**src/srei_pkg.sv**
```systemverilog
// Shared constants and types of the serial receive, error and interrupt block
package srei_pkg;

   // ----------------------------------------------------------------
   // Register indices (byte address is four times the index)
   // ----------------------------------------------------------------
   localparam int ADDR_W_MIN = 18;
   localparam logic [15:0] IDX_PRIO = 16'hFF21;
   localparam logic [15:0] IDX_ENA = 16'hFF24;
   localparam logic [15:0] IDX_FAC = 16'hFF28;
   localparam logic [15:0] IDX_CTRL = 16'hFF30;
   localparam logic [15:0] IDX_STAT = 16'hFF31;
   localparam logic [15:0] IDX_DATA = 16'hFF32;

   // ----------------------------------------------------------------
   // Field positions
   // ----------------------------------------------------------------
   localparam int CB_EN = 0;       // Receive enable bit
   localparam int CB_TRG = 1;      // Receive trigger bit
   localparam int CB_MODE = 2;     // Two-bit transfer mode
   localparam int CB_PEN = 4;      // Parity enable bit
   localparam int CB_PODD = 5;     // Parity select bit, 1 = odd
   localparam int CB_EIGHT = 6;    // 1 = eight data bits in async mode
   localparam int CB_TWOSTOP = 7;  // 1 = two stop bits
   localparam int SB_PER = 0;
   localparam int SB_FER = 1;
   localparam int SB_OER = 2;
   localparam int FB_ERR = 0;      // Receive error factor / enable
   localparam int FB_RX = 1;       // Receive done factor / enable
   localparam int FB_TX = 2;       // Transmit done factor / enable
   localparam int PRIO_LSB = 4;

   // ----------------------------------------------------------------
   // Modes, timing and vectors
   // ----------------------------------------------------------------
   localparam logic [1:0] MODE_ASYNC = 2'h0;
   localparam logic [1:0] MODE_MASTER = 2'h1;
   localparam logic [1:0] MODE_SLAVE = 2'h2;
   localparam logic [3:0] OVS_LAST = 4'hF;    // Last of 16 timer ticks
   localparam logic [3:0] SAMPLE_PT = 4'h7;   // Eighth tick: bit centre
   localparam logic [3:0] MCLK_FALL = 4'h7;   // Master clock falls here
   localparam logic [3:0] BITS8_LAST = 4'h7;
   localparam logic [3:0] BITS7_LAST = 4'h6;
   localparam logic [23:0] VEC_ERR = 24'h00001A;
   localparam logic [23:0] VEC_RX = 24'h00001C;
   localparam logic [23:0] VEC_TX = 24'h00001E;
   localparam logic [23:0] VEC_NONE = 24'h000000;

   typedef enum logic [2:0] {
      RX_OFF,
      RX_STANDBY,
      RX_START,
      RX_DATA,
      RX_PARITY,
      RX_STOP
   } srei_rx_state_t;

endpackage : srei_pkg

```
**src/srei_rx_ctrl.sv**
```systemverilog
// Serial receive control, receive error detection and interrupt factors
`timescale 1ns/1ns
// Overview of operation
// [RQ1] Receive enable set puts receiver in standby, ready to shift data in
// [RQ2] In synchronous modes receive enable also enables the clock pin; the code enables it in master mode only, not in slave
// [RQ3] In synchronous modes a trigger write starts one word
// [RQ4] Synchronous slave drives ready output low on trigger write
// [RQ5] Async: trigger write marks buffer empty, else next word overruns
// [RQ6] Trigger bit reads 1 while receiving, 0 in standby or stopped
// [RQ7] Software clears receive enable before changing transfer settings
// [RQ8] Async with parity enabled checks odd or even parity at transfer
// [RQ9] Parity mismatch sets parity error and receive error factor
// [RQ10] Stop bit of 0 sets framing error and receive error factor
// [RQ11] After any error word still goes to buffer, receiving continues
// [RQ12] Async word completing before trigger write is an overrun
// [RQ13] Slave word completing before previous word read is an overrun
// [RQ14] Overrun sets overrun error and receive error factor
// [RQ15] Async transfer in same cycle as trigger write counts as overrun
// [RQ16] Error flags and factor flags clear only by writing 1
// [RQ17] Three factor flags, three enables and a two-bit priority
// [RQ18] Transmit done sets its flag; request gated by enable, priority
// [RQ19] Word into buffer sets receive done flag, gated request
// [RQ20] Receive error flag set with receive completion, gated request
// [RQ21] Overrun gives no receive done; error request outranks it
// [RQ22] Error handler also clears receive done after parity or framing
module srei_rx_ctrl #(
   parameter int ADDR_W = 18
) (
   input wire logic clk_i,
   input wire logic rst_n_i,
   input wire logic ce_i,
   input wire logic psel_i,
   input wire logic penable_i,
   input wire logic pwrite_i,
   input wire logic [ADDR_W-1:0] paddr_i,
   input wire logic [31:0] pwdata_i,
   output logic [31:0] prdata_o,
   output logic pready_o,
   output logic pslverr_o,
   input wire logic timer_tick_i,
   input wire logic sin_i,
   input wire logic sclk_i,
   input wire logic tx_done_i,
   input wire logic cpu_irq_level_low_i,
   input wire logic cpu_irq_level_high_i,
   output logic sclk_o,
   output logic sclk_oe_o,
   output logic slave_ready_out_o,
   output logic irq_err_req_o,
   output logic irq_rx_req_o,
   output logic irq_tx_req_o,
   output logic [23:0] irq_vec_o
);

   // ----------------------------------------------------------------
   // Elaboration check
   // ----------------------------------------------------------------
   if (ADDR_W < srei_pkg::ADDR_W_MIN) begin : g_addr_chk
      $error("ADDR_W too small for the register indices");
   end

   // ----------------------------------------------------------------
   // State
   // ----------------------------------------------------------------
   typedef struct packed {
      logic sin_s1;
      logic sin_s2;
      logic sck_s1;
      logic sck_s2;
      logic sck_prev;
      srei_pkg::srei_rx_state_t state;
      logic [3:0] cnt;
      logic [3:0] bitn;
      logic stopn;
      logic fbad;
      logic pbit;
      logic [7:0] shift;
      logic [7:0] rxbuf;
      logic buf_full;
      logic buf_unread;
      logic rx_en;
      logic [1:0] mode;
      logic par_en;
      logic par_odd;
      logic eight;
      logic two_stop;
      logic parity_error_flag;
      logic framing_error_flag;
      logic overrun_error_flag;
      logic [2:0] fac;
      logic [2:0] ena;
      logic [1:0] prio;
      logic sclk;
      logic sclk_oe;
      logic slave_ready_out;
      logic pready;
      logic pslverr;
      logic [7:0] prdata;
      logic irq_err;
      logic irq_rx;
      logic irq_tx;
      logic [23:0] vec;
   } srei_state_t;

   srei_state_t r;
   srei_state_t n;
   logic [15:0] idx;
   logic is_prio, is_ena, is_fac, is_ctrl, is_stat, is_data;
   logic wr, rd, trg_wr, data_rd;
   logic is_async, is_master, is_slave;
   logic sin, sck_rise, sample, done, fer_hit;
   logic par_err, fer_err, ovr, busy;
   logic [3:0] last_bit;
   logic [7:0] word;
   logic [7:0] rdmux;
   logic [2:0] st_clr, fac_clr;
   logic [1:0] lvl;

   // ----------------------------------------------------------------
   // Next-state logic
   // ----------------------------------------------------------------
   // APB decode, receiver sequencing, flags and interrupt requests
   always_comb begin
      n = r;
      // Bus decode; upper address bits must be zero to hit a register
      idx = paddr_i[17:2];
      is_prio = ((paddr_i >> 18) == '0) && (idx == srei_pkg::IDX_PRIO);
      is_ena = ((paddr_i >> 18) == '0) && (idx == srei_pkg::IDX_ENA);
      is_fac = ((paddr_i >> 18) == '0) && (idx == srei_pkg::IDX_FAC);
      is_ctrl = ((paddr_i >> 18) == '0) && (idx == srei_pkg::IDX_CTRL);
      is_stat = ((paddr_i >> 18) == '0) && (idx == srei_pkg::IDX_STAT);
      is_data = ((paddr_i >> 18) == '0) && (idx == srei_pkg::IDX_DATA);
      wr = psel_i && penable_i && r.pready && pwrite_i;
      rd = psel_i && penable_i && r.pready && !pwrite_i;
      trg_wr = wr && is_ctrl && pwdata_i[srei_pkg::CB_TRG] && r.rx_en;
      data_rd = rd && is_data;
      is_master = (r.mode == srei_pkg::MODE_MASTER);
      is_slave = (r.mode == srei_pkg::MODE_SLAVE);
      is_async = !is_master && !is_slave;
      busy = (r.state != srei_pkg::RX_OFF) &&
             (r.state != srei_pkg::RX_STANDBY);
      lvl = {cpu_irq_level_high_i, cpu_irq_level_low_i};

      // Pin synchronisers; data uses the second stage, clock edges compare it with a third
      n.sin_s1 = sin_i;
      n.sin_s2 = r.sin_s1;
      n.sck_s1 = sclk_i;
      n.sck_s2 = r.sck_s1;
      n.sck_prev = r.sck_s2;
      sin = r.sin_s2;
      sck_rise = r.sck_s2 && !r.sck_prev;

      // Read mux, latched in the setup cycle so data is a flop output
      rdmux = 8'h00;
      if (is_prio) rdmux[srei_pkg::PRIO_LSB +: 2] = r.prio;
      if (is_ena) rdmux[2:0] = r.ena;
      if (is_fac) rdmux[2:0] = r.fac;
      if (is_ctrl) begin
         rdmux = {r.two_stop, r.eight, r.par_odd, r.par_en, r.mode,
                  busy, r.rx_en}; // [RQ6]
      end
      if (is_stat) rdmux[2:0] = {r.overrun_error_flag, r.framing_error_flag, r.parity_error_flag};
      if (is_data) rdmux = r.rxbuf;
      n.pready = psel_i && !penable_i;
      n.pslverr = psel_i && !penable_i &&
                  !(is_prio || is_ena || is_fac || is_ctrl || is_stat ||
                    is_data);
      if (psel_i && !penable_i) n.prdata = rdmux;

      // Bit timing: 16 timer ticks per bit, or the slave's clock edges
      if (timer_tick_i && busy) n.cnt = r.cnt + 4'h1;
      if (is_slave) begin
         sample = sck_rise;
      end else if (is_master) begin
         sample = timer_tick_i && (r.cnt == srei_pkg::OVS_LAST);
      end else begin
         sample = timer_tick_i && (r.cnt == srei_pkg::SAMPLE_PT);
      end
      // Master clock: falls mid-bit, rises at the sampling point
      if (is_master && r.state == srei_pkg::RX_DATA && timer_tick_i) begin
         if (r.cnt == srei_pkg::MCLK_FALL) n.sclk = 1'h0;
         if (r.cnt == srei_pkg::OVS_LAST) n.sclk = 1'h1;
      end
      // Ready returns high at the first rising clock of the word
      if (is_slave && sck_rise && !r.slave_ready_out) n.slave_ready_out = 1'h1;
      last_bit = (is_async && !r.eight) ? srei_pkg::BITS7_LAST :
                 srei_pkg::BITS8_LAST;

      // Receiver sequence
      done = 1'h0;
      fer_hit = 1'h0;
      case (r.state)
         srei_pkg::RX_OFF: begin
            n.state = srei_pkg::RX_OFF;
         end
         srei_pkg::RX_STANDBY: begin
            if (is_async) begin
               // A low line at a tick is taken as a start bit
               if (timer_tick_i && !sin) begin
                  n.state = srei_pkg::RX_START;
                  n.cnt = 4'h0;
               end
            end else if (trg_wr) begin
               n.state = srei_pkg::RX_DATA; // [RQ3]
               n.cnt = 4'h0;
               n.bitn = 4'h0;
               n.sclk = 1'h1;
               if (is_slave) n.slave_ready_out = 1'h0; // [RQ4]
            end
         end
         srei_pkg::RX_START: begin
            // Start bit gone high at its centre: noise, back to standby
            if (sample) begin
               n.state = sin ? srei_pkg::RX_STANDBY : srei_pkg::RX_DATA;
               n.bitn = 4'h0;
            end
         end
         srei_pkg::RX_DATA: begin
            if (sample) begin
               n.shift = {sin, r.shift[7:1]}; // [RQ1]
               n.bitn = r.bitn + 4'h1;
               if (r.bitn == last_bit) begin
                  if (!is_async) begin
                     done = 1'h1;
                     n.state = srei_pkg::RX_STANDBY;
                  end else begin
                     n.state = r.par_en ? srei_pkg::RX_PARITY :
                               srei_pkg::RX_STOP;
                     n.stopn = 1'h0;
                     n.fbad = 1'h0;
                  end
               end
            end
         end
         srei_pkg::RX_PARITY: begin
            if (sample) begin
               n.pbit = sin;
               n.state = srei_pkg::RX_STOP;
            end
         end
         srei_pkg::RX_STOP: begin
            if (sample) begin
               if (r.two_stop && !r.stopn) begin
                  n.stopn = 1'h1;
                  n.fbad = r.fbad || !sin;
               end else begin
                  done = 1'h1;
                  fer_hit = r.fbad || !sin; // [RQ10]
                  n.state = srei_pkg::RX_STANDBY;
               end
            end
         end
         default: begin
            n.state = srei_pkg::RX_OFF;
         end
      endcase
      // Enable gates the whole receiver; clearing it stops a word
      if (!r.rx_en) begin
         n.state = srei_pkg::RX_OFF;
         n.sclk = 1'h1;
      end else if (r.state == srei_pkg::RX_OFF) begin
         n.state = srei_pkg::RX_STANDBY; // [RQ1]
      end

      // Completed word and its errors
      if (!is_async) begin
         word = {sin, r.shift[7:1]};
      end else if (r.eight) begin
         word = r.shift;
      end else begin
         word = {1'h0, r.shift[7:1]};
      end
      par_err = done && is_async && r.par_en &&
                ((^word ^ r.pbit) != r.par_odd); // [RQ8]
      fer_err = done && is_async && fer_hit;
      if (is_async) begin
         ovr = done && (r.buf_full || trg_wr); // [RQ12] [RQ15]
      end else begin
         ovr = done && is_slave && r.buf_unread; // [RQ13]
      end
      // Word always reaches the buffer, even when flagged bad
      if (done) n.rxbuf = word; // [RQ11]
      n.buf_full = (r.buf_full && !(trg_wr && is_async)) || done; // [RQ5]
      n.buf_unread = (r.buf_unread && !data_rd) || done;

      // Write-one-to-clear flags; a set in the same cycle wins
      st_clr = (wr && is_stat) ? pwdata_i[2:0] : 3'h0;
      fac_clr = (wr && is_fac) ? pwdata_i[2:0] : 3'h0;
      n.parity_error_flag = (r.parity_error_flag && !st_clr[srei_pkg::SB_PER]) || par_err; // [RQ9]
      n.framing_error_flag = (r.framing_error_flag && !st_clr[srei_pkg::SB_FER]) || fer_err; // [RQ10]
      n.overrun_error_flag = (r.overrun_error_flag && !st_clr[srei_pkg::SB_OER]) || ovr; // [RQ14]
      n.fac = r.fac & ~fac_clr; // [RQ16]
      if (par_err || fer_err || ovr) n.fac[srei_pkg::FB_ERR] = 1'h1; // [RQ20]
      if (done && !ovr) n.fac[srei_pkg::FB_RX] = 1'h1; // [RQ19] [RQ21]
      if (tx_done_i) n.fac[srei_pkg::FB_TX] = 1'h1; // [RQ18]

      // Register writes
      if (wr && is_ena) n.ena = pwdata_i[2:0]; // [RQ17]
      if (wr && is_prio) n.prio = pwdata_i[srei_pkg::PRIO_LSB +: 2];
      if (wr && is_ctrl) begin
         n.rx_en = pwdata_i[srei_pkg::CB_EN];
         n.mode = pwdata_i[srei_pkg::CB_MODE +: 2];
         n.par_en = pwdata_i[srei_pkg::CB_PEN];
         n.par_odd = pwdata_i[srei_pkg::CB_PODD];
         n.eight = pwdata_i[srei_pkg::CB_EIGHT];
         n.two_stop = pwdata_i[srei_pkg::CB_TWOSTOP];
      end
      // Clock pin driven only by an enabled master
      n.sclk_oe = n.rx_en && (n.mode == srei_pkg::MODE_MASTER); // [RQ2]

      // Requests: enable and priority above the CPU level; error first
      n.irq_err = r.fac[srei_pkg::FB_ERR] && r.ena[srei_pkg::FB_ERR] &&
                  (r.prio > lvl); // [RQ20]
      n.irq_rx = r.fac[srei_pkg::FB_RX] && r.ena[srei_pkg::FB_RX] &&
                 (r.prio > lvl) && !n.irq_err; // [RQ19] [RQ21]
      n.irq_tx = r.fac[srei_pkg::FB_TX] && r.ena[srei_pkg::FB_TX] &&
                 (r.prio > lvl); // [RQ18]
      if (n.irq_err) begin
         n.vec = srei_pkg::VEC_ERR;
      end else if (n.irq_rx) begin
         n.vec = srei_pkg::VEC_RX;
      end else if (n.irq_tx) begin
         n.vec = srei_pkg::VEC_TX;
      end else begin
         n.vec = srei_pkg::VEC_NONE;
      end
   end

   // ----------------------------------------------------------------
   // State register
   // ----------------------------------------------------------------
   // Clock enable low freezes everything, bus handshake included
   always_ff @(posedge clk_i or negedge rst_n_i) begin
      if (!rst_n_i) begin
         r <= '0;
         r.state <= srei_pkg::RX_OFF;
         r.sclk <= 1'h1;
         r.slave_ready_out <= 1'h1;
      end else if (ce_i) begin
         r <= n;
      end
   end

   // Outputs straight from the state register
   assign prdata_o = {24'h000000, r.prdata};
   assign pready_o = r.pready;
   assign pslverr_o = r.pslverr;
   assign sclk_o = r.sclk;
   assign sclk_oe_o = r.sclk_oe;
   assign slave_ready_out_o = r.slave_ready_out;
   assign irq_err_req_o = r.irq_err;
   assign irq_rx_req_o = r.irq_rx;
   assign irq_tx_req_o = r.irq_tx;
   assign irq_vec_o = r.vec;

   // ----------------------------------------------------------------
   // Assertions
   // ----------------------------------------------------------------
   AST_SLAVE_READY_LOW: assert property ( // [RQ4]
      @(posedge clk_i) disable iff (!rst_n_i)
      (ce_i && trg_wr && is_slave && r.state == srei_pkg::RX_STANDBY)
      |=> !slave_ready_out_o)
      else $error("slave ready did not fall on trigger write");

   AST_SYNC_TRIGGER_STARTS: assert property ( // [RQ3]
      @(posedge clk_i) disable iff (!rst_n_i)
      (ce_i && trg_wr && !is_async && r.state == srei_pkg::RX_STANDBY)
      |=> (r.state == srei_pkg::RX_DATA && r.bitn == 4'h0))
      else $error("trigger write did not start a synchronous word");

   AST_PARITY_SETS: assert property ( // [RQ9]
      @(posedge clk_i) disable iff (!rst_n_i)
      (ce_i && par_err) |=> (r.parity_error_flag && r.fac[srei_pkg::FB_ERR]))
      else $error("parity error not flagged");

   AST_FRAMING_SETS: assert property ( // [RQ10]
      @(posedge clk_i) disable iff (!rst_n_i)
      (ce_i && fer_err) |=> (r.framing_error_flag && r.fac[srei_pkg::FB_ERR]))
      else $error("framing error not flagged");

   AST_OVERRUN_SETS: assert property ( // [RQ14]
      @(posedge clk_i) disable iff (!rst_n_i)
      (ce_i && ovr) |=> (r.overrun_error_flag && r.fac[srei_pkg::FB_ERR] && r.buf_full))
      else $error("overrun not flagged");

   AST_SAME_CYCLE_OVR: assert property ( // [RQ15]
      @(posedge clk_i) disable iff (!rst_n_i)
      (ce_i && done && is_async && trg_wr) |=> r.overrun_error_flag)
      else $error("transfer during trigger write not an overrun");

   AST_OVR_NO_RXDONE: assert property ( // [RQ21]
      @(posedge clk_i) disable iff (!rst_n_i)
      (ce_i && ovr && !r.fac[srei_pkg::FB_RX]) |=> !r.fac[srei_pkg::FB_RX])
      else $error("overrun raised receive done");

   AST_RXDONE_BUFFER: assert property ( // [RQ19]
      @(posedge clk_i) disable iff (!rst_n_i)
      (ce_i && done && !ovr)
      |=> (r.fac[srei_pkg::FB_RX] && r.rxbuf == $past(word)))
      else $error("receive done or buffer not updated");

   AST_FLAG_STICKY: assert property ( // [RQ16]
      @(posedge clk_i) disable iff (!rst_n_i)
      (ce_i && r.overrun_error_flag && !(wr && is_stat && pwdata_i[srei_pkg::SB_OER]))
      |=> r.overrun_error_flag)
      else $error("overrun flag cleared without a write of one");

   AST_TX_IRQ_GATE: assert property ( // [RQ18]
      @(posedge clk_i) disable iff (!rst_n_i)
      ce_i |=> (irq_tx_req_o == $past(r.fac[srei_pkg::FB_TX] &&
         r.ena[srei_pkg::FB_TX] && (r.prio > lvl))))
      else $error("transmit request not gated by enable and priority");

endmodule : srei_rx_ctrl

```
**config.mk**
```make
export PLATFORM = sky130hd
export DESIGN_NAME = srei_rx_ctrl
export DESIGN_NICKNAME = d
export VERILOG_FILES = /design/src/srei_pkg.sv /design/src/srei_rx_ctrl.sv
export SDC_FILE = /design/constraint.sdc
export NUM_CORES = 1
export LEC_CHECK = 0
export BUFFER_PORTS_ARGS = -buffer_cell sky130_fd_sc_hd__buf_2
export CAP_MARGIN = 20
export CORE_MARGIN = 2
export CORE_UTILIZATION = 25
export DETAILED_ROUTE_END_ITERATION = 12
export PLACE_DENSITY = 0.42
export REMOVE_ABC_BUFFERS = 1
export SKIP_LAST_GASP = 1
export SLEW_MARGIN = 15
export SYNTH_ARGS = -nofsm -noshare
export SYNTH_HDL_FRONTEND = slang
export SYNTH_SLANG_ARGS = --single-unit
```
**constraint.sdc**
```tcl
create_clock -name clk_i -period 2.05 [get_ports clk_i]
set_input_delay 0.5125 -clock clk_i [delete_from_list [all_inputs] [get_ports clk_i]]
set_output_delay 0.5125 -clock clk_i [all_outputs]
set_load 0.01 [all_outputs]
```
== Yosys cells after proc, flatten, opt, wreduce, memory -nomap -nowiden ==
Index checks and enable logic that the tools add are counted.
Storage, ports and cells
  word-level logic and storage cells: 241
  register bits: 95
  output and inout bits: 64
Operators by class
  order comparisons: 1
  reductions and logical operators: 95
  mux-type cells: 68
  bitwise gates (word level): 3
  eq/ne operators: 35
  add/subtract/negate cells: 2
Operator list (number)
  $eq A16 B16 Y1 const B: 6
  $logic_and A1 B1 Y1: 49
  $mux W3: 14
  $mux W8: 4
  $mux W1: 28
  $mux W7: 3
  $logic_not A1 Y1: 17
  $mux W4: 4
  $ne A4 B4 Y1 const B: 4
  $mux W5: 3
  $pmux W3 S5: 1
  $logic_or A1 B1 Y1: 14
  $ne A2 B2 Y1 const B: 7
  $mux W2: 6
  $pmux W4 S3: 1
  $mux W11: 1
  $ne A5 B5 Y1 const B: 2
  $reduce_and A2 Y1: 5
  $reduce_and A9 Y1: 1
  $add A4 B1 Y4 const B: 2
  $reduce_xor A8 Y1: 1
  $reduce_and A7 Y1: 1
  $eq A3 B2 Y1 const B: 2
  $eq A3 B3 Y1 const B: 2
  23 further kinds: 26

== Longest topological paths before layout ==
  depth after elaboration: 15
  gate-level depth with buffers: 8
  depth with buffers taken out: 8

== Least setup slack after synthesis ==
OpenSTA, ideal clock, no wires.
  path type: register -> register
  start point: reg r[56] in the netlist's numbering
  end point: reg r[68] in the netlist's numbering
  period minus slack after synthesis: 1.963 ns
  buffers on the path: 0
  arrival time: 1.838 ns
  stages on the path, launching flop included: 9
  required time: 1.925 ns
  path slack: 0.087 ns
  cell sequence: dfrtp_1 inv_1 ha_1 xor2_1 o31ai_2 a21oi_2 nor3_4 nand2_4 mux2_2
Between the ends
  word-level cells in the longest chain between the ends: 4
RTL lines
  start: declaration: line srei_rx_ctrl.sv:105  | srei_state_t r;
  start signal: assignment: line srei_rx_ctrl.sv:340  | r <= n;
  $eq A2 B1 Y1: line srei_rx_ctrl.sv:137  | is_master = (r.mode == srei_pkg::MODE_MASTER);
  $mux W1: line srei_rx_ctrl.sv:174  | end else if (is_master) begin
  $mux W1 *: line srei_rx_ctrl.sv:172  | if (is_slave) begin
  $reduce_and A3 Y1 (no line) *
Mark *: on every way between the ends. The rest lies on a longest branch, timed or not.
A chain may end at the register's enable or synchronous reset.

== Worst setup path after layout ==
  start point: reg r[55] in the netlist's numbering
  end point: reg r[69] in the netlist's numbering
Same word-level chain as after synthesis.

==> results.py <==
metrics = {
    "floorplanning": {
        "dieArea_um2": 18900,
        "rows": 48,
        "dieHeight_um": 137,
        "ios": 126,
        "start_util_pct": 25.6,
        "fp.dieW_um": 137,
        "core_um2": 17400,
    },
    "min_path": {
        "hold_class": "primary input to async pin",
    },
    "yosys": {
        "synth_top_area_share_pct": 40.5,
        "synth_most_common_cell": "dfrtp_1",
        "synth_seq_area_share_pct": 41.7,
        "synth_top_cell_by_area": "dfrtp_1",
        "synth-edff-count": 0,
        "synth_cells": 457,
        "netlist_area_um2": 4450,
        "synth_cell_types": 66,
        "synth_commonest_cells": "72 x dfrtp_1, 59 x buf_4, 43 x nor2_1, 40 x nand2_1, 26 x mux2_2",
        "syn_avg_cell_area_um2": 9.74,
        "synth_area_leaders": "dfrtp_1 40%, buf_4 9.9%, mux2_2 6.6%",
        "ys_seq_elements": 74,
        "async_reset_ff_share_pct": 100,
        "ys.warnings.count": 0,
        "ys.flop_type": "dfrtp_1",
    },
    "setup_path": {
        "arrival_ns": 2.24,
        "r2r_setup_slack_ns": 0.04,
        "reg2reg_depth": 8,
        "startpoint_type": "flip-flop",
        "path_max_fanout": 5,
        "cp.required_ns": 2.28,
        "worstSetupPathType": "flip-flop to flip-flop",
        "startpoint": "r[55]$_DFFE_PN0P_",
        "endpoint_kind": "flip-flop",
        "timing.rr.start": "r[55]$_DFFE_PN0P_",
        "r2r-end": "r[69]$_DFFE_PN0P_",
    },
    "place": {
        "gp_congestion": 0.797,
        "place.detailed.instances": 777,
        "placed_area_um2": 5190,
        "io_buffers": 55,
        "hpwl_mm": 9.30,
    },
    "detailed_routing": {
        "drtIter0Drc": 239,
        "post_drt_via_cell_ratio": 4.62,
        "drc_errors": 0,
        "wire_per_inst_um": 15.3,
        "drt_wl_total_mm": 12.3,
        "dr.pass1.iters": 5,
        "vias": 3710,
        "antenna_left": 0,
    },
    "global_routing": {
        "grt_pass1_vias": 3574,
        "antenna_found_initial": 0,
        "grt_pass1_wl_mm": 19.1,
        "grt_remaining_overflow": 0,
        "grt_usage_pct": 13.5,
        "grt_max_degree": 37,
    },
    "timing": {
        "slew_headroom_pct": 61.9,
        "final.min_clock_period_ns": 2.01,
        "fin_skew_ns": 0.00782,
        "rsz0062_at_grt": "yes",
        "setup_violations": 0,
        "max_freq_mhz": 498,
        "finalHoldViolCount": 0,
        "slew_violations": 0,
        "max_slew.worst_pin.slew_ns": 0.571,
        "fin_crit_sh_pct": 98.0,
        "tns_ns": 0,
    },
    "cells_and_area": {
        "fin_area_um2": 5700,
        "layout.cells.non_filler": 803,
        "antenna_cells": 0,
        "layout.nets": 645,
        "drive_above_1_share_pct": 34.6,
        "area_growth_pct": 28.0,
    },
    "clock_network": {
        "numCtsBuffers": 9,
        "clock_latency_ns": 0.35,
        "h-tree-depth": 3,
        "cts.clk_slew.worst_paths_ns": 0.06,
        "cts_tree": "done",
        "cts.root.buffer_cell": "clkbuf_16",
        "clock_path_buffers": 2,
        "clock-sinks": 74,
    },
    "pwr": {
        "p_leak_nw": 2.75,
        "vdd_ir_drop_max_uv": 372,
        "powerDensity_nw_per_um2": 636,
    },
    "job": {
        "max_cap_viol_count": 0,
    },
    "outcome": {
        "run_status": "completed",
    },
}
sequential cells by signal (all words and copies together), names as in the netlist:
signal             flops
sclk_o                 1
n                      3
irq_tx_req_o           1
r                     51
irq_rx_req_o           1
pready_o               1
sin                    1
prdata_o               8
irq_err_req_o          1
irq_vec_o              3
pslverr_o              1
slave_ready_out_o      1
sclk_oe_o              1
worst max-delay path by stage:
stage                        endpoint  slack (ns)  cells after the start
global route        r[70]$_DFFE_PN0P_       -0.04                      8
finish              r[69]$_DFFE_PN0P_        0.04                      8
detailed placement  r[74]$_DFFE_PN0P_       -0.14                      8
CTS                 r[69]$_DFFE_PN0P_       -0.02                      9
global placement    r[41]$_DFFE_PN0P_       -0.14                      8
floorplan           r[45]$_DFFE_PN0P_       -1.25                      8
metrics by stage:
step / setup WS [ns] / hold slack (ns) / power [W] / util (%)
detailed placement: -0.139 / 0.465 / 0.00186 / 29.9
CTS: -0.0153 / 0.156 / 0.00368 / 32.1
floorplan: -1.25 / 0.217 / 0.00167 / -
global placement: -0.141 / 0.462 / 0.00186 / 29.9
global route: -0.0427 / 0.177 / 0.00379 / 32.8
finish: 0.0400 / 0.144 / 0.00362 / 32.8
placed cells by master (no fill, tap or decap), types with 6 or more instances in the layout:
| cell | Yosys | routed |
|---|---|---|
| a21oi_1 | 25 | 23 |
| a22o_1 | 6 | 6 |
| buf_2 | 3 | 54 |
| buf_4 | 59 | 71 |
| clkbuf_16 | 0 | 9 |
| conb_1 | 1 | 44 |
| dfrtp_1 | 72 | 71 |
| ha_1 | 9 | 6 |
| inv_1 | 12 | 11 |
| mux2_2 | 26 | 26 |
| mux2i_1 | 8 | 8 |
| nand2_1 | 40 | 40 |
| nand2b_1 | 7 | 7 |
| nand3_1 | 14 | 13 |
| nand4_1 | 8 | 8 |
| nor2_1 | 43 | 42 |
| nor3_1 | 6 | 6 |
| o21ai_0 | 8 | 6 |
| xnor2_1 | 9 | 8 |
critical path, cell delays in order, from the launching register on:
cell and delay, ns:
dfrtp_2 0.44, inv_2 0.10, ha_4 0.22, buf_4 0.15, and2b_1 0.24, a21oi_2 0.06, nor3_4 0.24, nand2_2 0.14
mux2_2 0.31
kinds of logic after synthesis:
family,after synthesis,share of synthesized area (%)
AND/OR/NAND/NOR,157,18.7
AO/OA/AOI/OAI,89,14.2
buffers and inverters,79,11.7
flip-flops,74,41.7
multiplexers,34,8.38
XOR/XNOR,14,2.75
adder cells (fa/ha/maj),9,2.53
other,1,0.0842
where the power goes:
group          total (W)  switching [W]  internal (W)
clock            0.00179       0.000606       0.00118
sequential       0.00152      0.0000233       0.00150
combinational   0.000313       0.000189      0.000124
total            0.00362       0.000818       0.00281
timing repair:
action                     in CTS  in global routing
setup endpoints to repair      25                 30
pin swaps                       5                 10
hold buffers                    0                  0
buffers inserted                2                  7
gates cloned                    1                  1
gates resized for setup         6                 16
cell type report:
class / instances / area (um2)
Fill cell: 1792 / 11700
Clock inverter: 5 / 104
Multi-Input combinational cell: 348 / 2330
Timing Repair Buffer: 129 / 857
Inverter: 12 / 45.0
Tap cell: 225 / 282
Sequential cell: 74 / 1860
Clock buffer: 10 / 229
metal layers:
layer	share of wire [%]	up-vias	global-route usage, %
met4	1.6	0	5.21
met3	6.2	17	3.05
met2	47	141	22.0
met5	0	-	0
met1	45	1779	17.3
li1	-	1773	-
Power figures use the tool's default switching activity.
